### src/shared/sasc_defs.svh
`ifndef SASC_DEFS_SVH
`define SASC_DEFS_SVH
// register addresses (fieldbus object addresses)
`define SASC_ADDR_ALARM      16'h1f00
`define SASC_ADDR_RESTART    16'h2f00
`define SASC_ADDR_QS_DEC     16'h3300
`define SASC_ADDR_QS_SEL     16'h3400
`define SASC_ADDR_SHDN_SEL   16'h3410
`define SASC_ADDR_DIS_SEL    16'h3420
`define SASC_ADDR_PAUSE_SEL  16'h3430
`define SASC_ADDR_ALM_SEL    16'h3440
`define SASC_ADDR_PROF_DEC   16'h4c00
`define SASC_ADDR_MLIB_SEL   16'h3041
`define SASC_ADDR_ENC_RES    16'h6410
`define SASC_ADDR_CTRL_WORD  16'h6040
// command codes and field positions
`define SASC_CW_QUICK_STOP   16'h000b
`define SASC_CW_PAUSE_BIT    8
`define SASC_CMD_BOOT        16'h55aa
`define SASC_CMD_RESTART     16'haa55
`define SASC_RES_4000        16'h0fa0
`define SASC_RES_8000        16'h1f40
`define SASC_RES_10000       16'h2710
// reset values
`define SASC_RST_SEL         16'h0000
`define SASC_RST_DEC         32'h0000_0000
`define SASC_RST_MLIB        8'h00
`define SASC_RST_RES         16'h0000
`endif

### src/shared/sasc_pkg.sv
package sasc_pkg;
  typedef enum logic [2:0] {
    SASC_STOP_NONE   = 3'b000,
    SASC_STOP_COAST  = 3'b001,
    SASC_STOP_PROF   = 3'b010,
    SASC_STOP_QUICK  = 3'b011,
    SASC_STOP_HOLD   = 3'b100
  } sasc_stop_t;
  typedef struct packed {
    logic        valid;
    logic        write;
    logic [15:0] addr;
    logic [31:0] wdata;
  } sasc_req_t;
  typedef struct packed {
    sasc_stop_t  kind;
    logic        in_qs_state;
    logic [31:0] decel;
  } sasc_stop_cmd_t;
endpackage

### src/logic/sasc_ctrl.sv
`timescale 1ns/1ps
`default_nettype none
`include "sasc_defs.svh"
// Notes on behaviour
// 16-bit read-only alarm word shows live faults; bit 0 internal error.
// bits 1..3 flag ABZ wiring, UVW wiring and encoder counting faults.
// bits 4..7 flag overtemperature, overvoltage, undervoltage, overcurrent.
// bits 8..10 flag braking resistor, following error, logic undervoltage.
// bits 11..15 flag I2t, pulse frequency, motor temp, excitation, memory.
// limit, emergency stop or control word 0x000B trigger quick stop.
// quick-stop selector 0 coast, 1 profile, 2 quick; 5,6 then hold.
// shutdown and disable selectors choose 0 coast, 1 profile, 2 quick.
// control word bit 8 pauses, stays enabled; 1 current, 2 quick decel.
// any alarm stops per alarm selector: 0 immediate, 1 ramp, 2 quick.
// profile deceleration ramps modes 1 and 3; separate quick-stop value.
// library selector 0 reads model from encoder; 1 uses manual model.
// encoder emulation accepts 4000, 8000, 10000; zero disables emulation.
// 0x55AA enters bootloader, 0xAA55 restarts; other codes do nothing.
module sasc_ctrl
  import sasc_pkg::*;
(
  input  wire logic        SYS_CLK,
  input  wire logic        RST,
  input  wire logic        REQ_VALID,
  input  wire logic        REQ_WRITE,
  input  wire logic [15:0] REQ_ADDR,
  input  wire logic [31:0] REQ_WDATA,
  input  wire logic [15:0] FAULT_IN,
  input  wire logic        LIMIT_TRIP,
  input  wire logic        ESTOP_TRIP,
  input  wire logic        DRIVE_ENABLE,
  input  wire logic        DRIVE_DISABLE,
  input  wire logic [7:0]  OP_MODE,
  output logic             RSP_VALID,
  output logic [31:0]      RSP_RDATA,
  output logic             RSP_ERR,
  output logic [2:0]       STOP_KIND,
  output logic             STOP_HOLD_QS,
  output logic [31:0]      STOP_DECEL,
  output logic [31:0]      RAMP_DECEL,
  output logic             PAUSE_ACTIVE,
  output logic             AUTO_MOTOR_LIB,
  output logic [15:0]      ENC_EMU_RES,
  output logic             ENC_EMU_EN,
  output logic             BOOT_PULSE,
  output logic             RESTART_PULSE
);
  sasc_req_t      req;
  sasc_stop_cmd_t cmd_nxt;
  logic [15:0] alarm_r;
  logic [15:0] restart_r;
  logic [31:0] qs_dec_r;
  logic [31:0] prof_dec_r;
  logic [15:0] qs_sel_r;
  logic [15:0] shdn_sel_r;
  logic [15:0] dis_sel_r;
  logic [15:0] pause_sel_r;
  logic [15:0] alm_sel_r;
  logic [7:0]  mlib_r;
  logic [15:0] res_r;
  logic [15:0] ctrl_r;
  logic        qs_latched_r;
  logic        wr;
  logic        res_ok;
  logic [31:0] rdata_nxt;
  logic        rerr_nxt;

  assign req    = '{valid: REQ_VALID, write: REQ_WRITE, addr: REQ_ADDR, wdata: REQ_WDATA};
  assign wr     = req.valid && req.write;
  assign res_ok = (req.wdata[15:0] == `SASC_RST_RES) || (req.wdata[15:0] == `SASC_RES_4000) ||
                  (req.wdata[15:0] == `SASC_RES_8000) || (req.wdata[15:0] == `SASC_RES_10000);

  // live fault bits are sampled every cycle; one bit per source
  genvar g;
  generate
    for (g = 0; g < 16; g++) begin : g_alarm
      always_ff @(posedge SYS_CLK) begin
        if (RST) begin
          alarm_r[g] <= 1'b0;
        end else begin
          alarm_r[g] <= FAULT_IN[g];
        end
      end
    end
  endgenerate

  // decelerations are written as whole 32-bit words; no half-word updates
  always_ff @(posedge SYS_CLK) begin
    if (RST) begin
      qs_dec_r   <= `SASC_RST_DEC;
      prof_dec_r <= `SASC_RST_DEC;
    end else if (wr) begin
      case (req.addr)
        `SASC_ADDR_QS_DEC:   qs_dec_r   <= req.wdata;
        `SASC_ADDR_PROF_DEC: prof_dec_r <= req.wdata;
        default: begin
        end
      endcase
    end
  end

  // unlisted selector codes are still stored; the decode treats them as a profile stop
  always_ff @(posedge SYS_CLK) begin
    if (RST) begin
      qs_sel_r    <= `SASC_RST_SEL;
      shdn_sel_r  <= `SASC_RST_SEL;
      dis_sel_r   <= `SASC_RST_SEL;
      pause_sel_r <= `SASC_RST_SEL;
      alm_sel_r   <= `SASC_RST_SEL;
    end else if (wr) begin
      case (req.addr)
        `SASC_ADDR_QS_SEL:    qs_sel_r    <= req.wdata[15:0];
        `SASC_ADDR_SHDN_SEL:  shdn_sel_r  <= req.wdata[15:0];
        `SASC_ADDR_DIS_SEL:   dis_sel_r   <= req.wdata[15:0];
        `SASC_ADDR_PAUSE_SEL: pause_sel_r <= req.wdata[15:0];
        `SASC_ADDR_ALM_SEL:   alm_sel_r   <= req.wdata[15:0];
        default: begin
        end
      endcase
    end
  end

  // command-like words; restart word keeps whatever was written for read-back
  always_ff @(posedge SYS_CLK) begin
    if (RST) begin
      mlib_r    <= `SASC_RST_MLIB;
      restart_r <= 16'h0000;
      ctrl_r    <= 16'h0000;
    end else if (wr) begin
      case (req.addr)
        `SASC_ADDR_MLIB_SEL:  mlib_r    <= req.wdata[7:0];
        `SASC_ADDR_RESTART:   restart_r <= req.wdata[15:0];
        `SASC_ADDR_CTRL_WORD: ctrl_r    <= req.wdata[15:0];
        default: begin
        end
      endcase
    end
  end

  // out-of-range resolutions are refused so emulation never runs at a bogus rate
  always_ff @(posedge SYS_CLK) begin
    if (RST) begin
      res_r <= `SASC_RST_RES;
    end else if (wr && req.addr == `SASC_ADDR_ENC_RES && res_ok) begin
      res_r <= req.wdata[15:0];
    end
  end

  // read mux kept combinational so the answer flops see one settled value
  always_comb begin
    rdata_nxt = 32'h0000_0000;
    rerr_nxt  = 1'b0;
    if (req.valid) begin
      case (req.addr)
        `SASC_ADDR_ALARM: begin
          rdata_nxt = {16'h0000, alarm_r};
          rerr_nxt  = req.write;
        end
        `SASC_ADDR_RESTART: begin
          rdata_nxt = {16'h0000, restart_r};
        end
        `SASC_ADDR_QS_DEC: begin
          rdata_nxt = qs_dec_r;
        end
        `SASC_ADDR_PROF_DEC: begin
          rdata_nxt = prof_dec_r;
        end
        `SASC_ADDR_QS_SEL: begin
          rdata_nxt = {16'h0000, qs_sel_r};
        end
        `SASC_ADDR_SHDN_SEL: begin
          rdata_nxt = {16'h0000, shdn_sel_r};
        end
        `SASC_ADDR_DIS_SEL: begin
          rdata_nxt = {16'h0000, dis_sel_r};
        end
        `SASC_ADDR_PAUSE_SEL: begin
          rdata_nxt = {16'h0000, pause_sel_r};
        end
        `SASC_ADDR_ALM_SEL: begin
          rdata_nxt = {16'h0000, alm_sel_r};
        end
        `SASC_ADDR_MLIB_SEL: begin
          rdata_nxt = {24'h000000, mlib_r};
        end
        `SASC_ADDR_CTRL_WORD: begin
          rdata_nxt = {16'h0000, ctrl_r};
        end
        `SASC_ADDR_ENC_RES: begin
          rdata_nxt = {16'h0000, res_r};
          rerr_nxt  = req.write && !res_ok;
        end
        default: begin
          // unmapped objects answer with an error and zero data
          rerr_nxt = 1'b1;
        end
      endcase
    end
  end

  // register read / write answer, one cycle after the request
  always_ff @(posedge SYS_CLK) begin
    if (RST) begin
      RSP_VALID <= 1'b0;
      RSP_RDATA <= 32'h0000_0000;
      RSP_ERR   <= 1'b0;
    end else begin
      RSP_VALID <= req.valid;
      RSP_RDATA <= rdata_nxt;
      RSP_ERR   <= rerr_nxt;
    end
  end

  // restart word acts once per write of an exact code
  always_ff @(posedge SYS_CLK) begin
    if (RST) begin
      BOOT_PULSE    <= 1'b0;
      RESTART_PULSE <= 1'b0;
    end else begin
      BOOT_PULSE    <= wr && req.addr == `SASC_ADDR_RESTART && req.wdata[15:0] == `SASC_CMD_BOOT;
      RESTART_PULSE <= wr && req.addr == `SASC_ADDR_RESTART && req.wdata[15:0] == `SASC_CMD_RESTART;
    end
  end

  function automatic sasc_stop_t sel3(input logic [15:0] s);
    case (s)
      16'h0000: sel3 = SASC_STOP_COAST;
      16'h0001: sel3 = SASC_STOP_PROF;
      16'h0002: sel3 = SASC_STOP_QUICK;
      default:  sel3 = SASC_STOP_PROF;
    endcase
  endfunction

  // priority: alarm, quick stop, disable, shutdown, pause
  always_comb begin
    cmd_nxt = '{kind: SASC_STOP_NONE, in_qs_state: 1'b0, decel: prof_dec_r};
    if (|alarm_r) begin
      cmd_nxt.kind = sel3(alm_sel_r);
    end else if (LIMIT_TRIP || ESTOP_TRIP || ctrl_r == `SASC_CW_QUICK_STOP || qs_latched_r) begin
      case (qs_sel_r)
        16'h0000: cmd_nxt.kind = SASC_STOP_COAST;
        16'h0001: cmd_nxt.kind = SASC_STOP_PROF;
        16'h0002: cmd_nxt.kind = SASC_STOP_QUICK;
        16'h0005: begin
          cmd_nxt.kind        = SASC_STOP_PROF;
          cmd_nxt.in_qs_state = 1'b1;
        end
        16'h0006: begin
          cmd_nxt.kind        = SASC_STOP_QUICK;
          cmd_nxt.in_qs_state = 1'b1;
        end
        default: cmd_nxt.kind = SASC_STOP_PROF;
      endcase
    end else if (DRIVE_DISABLE) begin
      cmd_nxt.kind = sel3(dis_sel_r);
    end else if (!DRIVE_ENABLE) begin
      cmd_nxt.kind = sel3(shdn_sel_r);
    end else if (ctrl_r[`SASC_CW_PAUSE_BIT]) begin
      cmd_nxt.kind = (pause_sel_r == 16'h0002) ? SASC_STOP_QUICK : SASC_STOP_PROF;
    end
    if (cmd_nxt.kind == SASC_STOP_QUICK) begin
      cmd_nxt.decel = qs_dec_r;
    end
  end

  // quick-stop state persists for selectors 5 and 6 until the control word is written with any value but 0x000B
  // clear wins here: the latch feeds its own set term, so set-wins could never release it
  always_ff @(posedge SYS_CLK) begin
    if (RST) begin
      qs_latched_r <= 1'b0;
    end else if (wr && req.addr == `SASC_ADDR_CTRL_WORD && req.wdata[15:0] != `SASC_CW_QUICK_STOP) begin
      qs_latched_r <= 1'b0;
    end else if (cmd_nxt.in_qs_state) begin
      qs_latched_r <= 1'b1;
    end
  end

  always_ff @(posedge SYS_CLK) begin
    if (RST) begin
      STOP_KIND    <= SASC_STOP_NONE;
      STOP_HOLD_QS <= 1'b0;
      STOP_DECEL   <= `SASC_RST_DEC;
      RAMP_DECEL   <= `SASC_RST_DEC;
      PAUSE_ACTIVE <= 1'b0;
    end else begin
      STOP_KIND    <= cmd_nxt.kind;
      STOP_HOLD_QS <= cmd_nxt.in_qs_state;
      STOP_DECEL   <= cmd_nxt.decel;
      RAMP_DECEL   <= (OP_MODE == 8'h01 || OP_MODE == 8'h03) ? prof_dec_r : `SASC_RST_DEC;
      PAUSE_ACTIVE <= ctrl_r[`SASC_CW_PAUSE_BIT] && DRIVE_ENABLE;
    end
  end

  always_ff @(posedge SYS_CLK) begin
    if (RST) begin
      AUTO_MOTOR_LIB <= 1'b1;
      ENC_EMU_RES    <= `SASC_RST_RES;
      ENC_EMU_EN     <= 1'b0;
    end else begin
      AUTO_MOTOR_LIB <= (mlib_r == 8'h00);
      ENC_EMU_RES    <= res_r;
      ENC_EMU_EN     <= (res_r != `SASC_RST_RES);
    end
  end
endmodule
`default_nettype wire

### config.mk
export PLATFORM = sky130hd
export DESIGN_NAME = sasc_ctrl
export DESIGN_NICKNAME = d
export VERILOG_FILES = /design/src/shared/sasc_pkg.sv /design/src/logic/sasc_ctrl.sv
export VERILOG_INCLUDE_DIRS = /design/src /design/src/shared
export SDC_FILE = /design/constraint.sdc
export NUM_CORES = 1
export LEC_CHECK = 0
export BUFFER_PORTS_ARGS = -buffer_cell sky130_fd_sc_hd__buf_4
export CAP_MARGIN = 30
export CORE_MARGIN = 1
export CORE_UTILIZATION = 40
export CTS_CLUSTER_SIZE = 28
export DETAILED_ROUTE_END_ITERATION = 10
export SYNTH_ARGS = -nofsm -noshare
export SYNTH_HDL_FRONTEND = slang
export SYNTH_SLANG_ARGS = --single-unit
### constraint.sdc
create_clock -name SYS_CLK -period 6.33 [get_ports SYS_CLK]
set_input_delay 1.266 -clock SYS_CLK [delete_from_list [all_inputs] [get_ports SYS_CLK]]
set_output_delay 1.266 -clock SYS_CLK [all_outputs]
set_load 0.005 [all_outputs]
==> impl_metrics.yaml <==
logic_synthesis:
  yosysMostFrequentCell: "nand2_1"
  synthArstFlopShare_pct: 0
  synth_top_cell_by_area: "dfxtp_1"
  syn_area_um2: 13300
  yosysTopAreaCellShare_pct: 51.0
  yosysWarnings: 0
  synth_fp_nets: 1632
  syn_area_per_cell_um2: 8.57
  yosysUniqueCellTypes: 60
  ys.flop_type: "dfxtp_1"
  synth_seq_area_share_pct: 51.0
  syn_inst: 1552
  synth_common_cells: "nand2_1, dfxtp_1, a21oi_1, clkbuf_1, nand2b_1"
  ys_top_cells_by_area: "dfxtp_1, nand2_1, a21oi_1"
  synth_edf_count: 0
  ys_ff_latch: 339
timing:
  max-slew-margin-rel_pct: 27.4
  max_freq_mhz: 247
  setup_violations: 0
  tns_ps: 0
  hold_violations: 0
  rsz0062_at_grt: "false"
  tightest_slew_ps: 1090
  timing.hold.ws_ps: 455
  slew_viol_final: 0
  fin_crit_ps: 4040
  fin_skew_ps: 33.4
  fin_crit_sh_pct: 63.9
worst_setup_path:
  crit_path_start_kind: "input pin"
  required_ps: 6750
  reg2regPathDepth: 7
  endpoint_kind: "flip-flop"
  worstPathMaxFanout: 17
  crit_arrival_ps: 4460
  path_class: "in -> reg"
outcome:
  status: "complete, no violations"
clocking:
  clockBufferDepth: 3
  cts_setup_buffers: 0
  cts_tree: "yes"
  htree_num_levels: 2
  cts_hold_buf: 0
  cts.sinks: 339
  worstSkewPairLatency_ps: 530
  cts_resized: 0
  cts_buffers: 37
  path_clk_slew_ps: 60
  clock-root-buffer: "clkbuf_16"
final_layout:
  area.growth.synth_to_final_pct: 22.8
  final_cell_count_no_fill: 2153
  diodes: 0
  drive_gt1_share_pct: 18.2
  layout.nets: 1765
  fillers: 3085
  fin_util_pct: 50.0
route:
  dr.pass1.iters: 8
  viasPerCell: 5.51
  avgRoutedWirePerCell_um: 20.1
  vias: 11900
  ant_nets: 0
  drt_iter0_drc: 1045
  routed_wl_um: 43200
  drc: 0
global_route:
  grt-ovfl-total: 0
  groute.usage.overall_pct: 25.0
  antenna_found_initial: 0
  grt_pass1_vias: 10900
  grt_max_degree: 131
  grt_pass1_wl_um: 65100
min_path:
  min-delay-path-class: "reg -> reg"
  holdPathStages: 2
floorplanning:
  die_width_um: 184
  die_height_um: 184
  coreArea_um2: 32600
  rows: 66
  pin_count: 203
  start_util_pct: 40.8
  fp.dieArea_um2: 34000
power_and_ir_drop:
  p_leak_uw: 0.00608
  p_seq_share_pct: 47.8
  powerDensity_nw_per_um2: 275
  clock_power_share_pct: 48.7
  ir_drop_mv: 0.165
  p_sw_uw: 971
  sw_frac_of_total_pct: 21.6
  p_comb_share_pct: 3.5
  intPower_uw: 3520
placed_design:
  port_buffers: 200
  dp.cells: 2088
  post-dp-hpwl_um: 28900
  place_congestion: 0.944
run:
  drv_cap: 0
## logic make-up (layout without fill, tap and decap cells)
kind of cell / count (synthesis) / after routing / synth area share, %
AO/OA/AOI/OAI: 315 / 315 / 14.7
XOR/XNOR: 3 / 3 / 0.198
buffers and inverters: 131 / 290 / 3.84
flip-flops: 339 / 339 / 51.0
multiplexers: 58 / 58 / 4.52
other: 1 / 1 / 0.0282
AND/OR/NAND/NOR: 705 / 705 / 25.7
## registers in the layout, indices dropped and copies added, names as in the netlist, 32 cells and up
register,count
STOP_DECEL,32
RAMP_DECEL,32
RSP_RDATA,32
qs_dec_r,32
prof_dec_r,32
## stage by stage
stage,cell area (µm²),total power (µW),setup WS (ps)
6_report,16300,4490,2290
4_1_cts,16300,4520,2340
2_1_floorplan,13300,2260,2710
3_3_place_gp,15100,2350,1850
3_5_place_dp,15100,2340,1800
5_1_grt,16300,4610,2100
## power by group through the flow
stage / clock network [µW] / logic [µW] / registers [µW]
2_1_floorplan: 0 / 73.8 / 2190
3_3_place_gp: 0 / 153 / 2190
3_5_place_dp: 0 / 153 / 2190
4_1_cts: 2220 / 153 / 2150
5_1_grt: 2310 / 164 / 2140
6_report: 2190 / 155 / 2150
## metal layers
layer	global-route usage, %	part of all wire (%)	up-vias
met5	0	0	-
met4	7.23	2.2	0
met3	4.52	9.3	67
met2	39.4	45	566
met1	34.7	43	5632
li1	-	-	5595
## layout by cell type (no fill, tap or decap), types with 3 or more instances in the layout
master	netlist	layout
bufinv_16	0	3
and2_1	43	43
o2bb2ai_1	9	9
clkbuf_1	107	7
buf_4	3	214
nor2_1	46	46
nor3_1	9	9
a31oi_1	12	12
a221o_1	13	13
nand3_1	16	16
a22oi_1	44	44
mux2_2	16	16
clkbuf_16	0	38
or3_1	5	5
a221oi_1	13	13
a21oi_1	196	196
a222oi_1	16	16
mux2i_1	42	42
nand2b_1	67	67
nor4b_1	3	3
or4_1	5	5
o21ai_0	3	3
nand2_1	387	386
clkinv_2	0	7
dfxtp_1	339	339
nor4_1	40	36
clkbuf_8	0	9
or2_2	3	3
nand4_1	12	12
nor4_4	1	3
inv_1	8	8
and3_1	5	4
nor2b_1	39	39
nor4_2	1	3
## path summary, 6_finish.rpt
path / startpoint / slack [ps] / end
max: REQ_ADDR[3] / 2290 / res_r[14]
min: restart_r[8] / 450 / restart_r[8]
max reg2reg: pause_sel_r[2] / 3230 / STOP_DECEL[3]
min reg2reg: restart_r[8] / 450 / restart_r[8]
## worst max-delay path: stages
cell,delay (ps)
buf_4,100
or4_1,740
nor3_2,490
nand2b_1,550
or3_1,780
nor2b_1,290
and2_1,230
## layout make-up
| cell class | instances | area, µm² | share of cell area (%) |
|---|---|---|---|
| sequential | 339 | 6790 | 41.6 |
| clock inverter | 12 | 153 | 0.935 |
| timing repair buffer | 217 | 1650 | 10.1 |
| multi-input combinational | 1082 | 6070 | 37.2 |
| clock buffer | 53 | 1090 | 6.66 |
| inverter | 8 | 30.0 | 0.184 |
| tap | 442 | 553 | 3.39 |
Power figures use the tool's default switching activity.
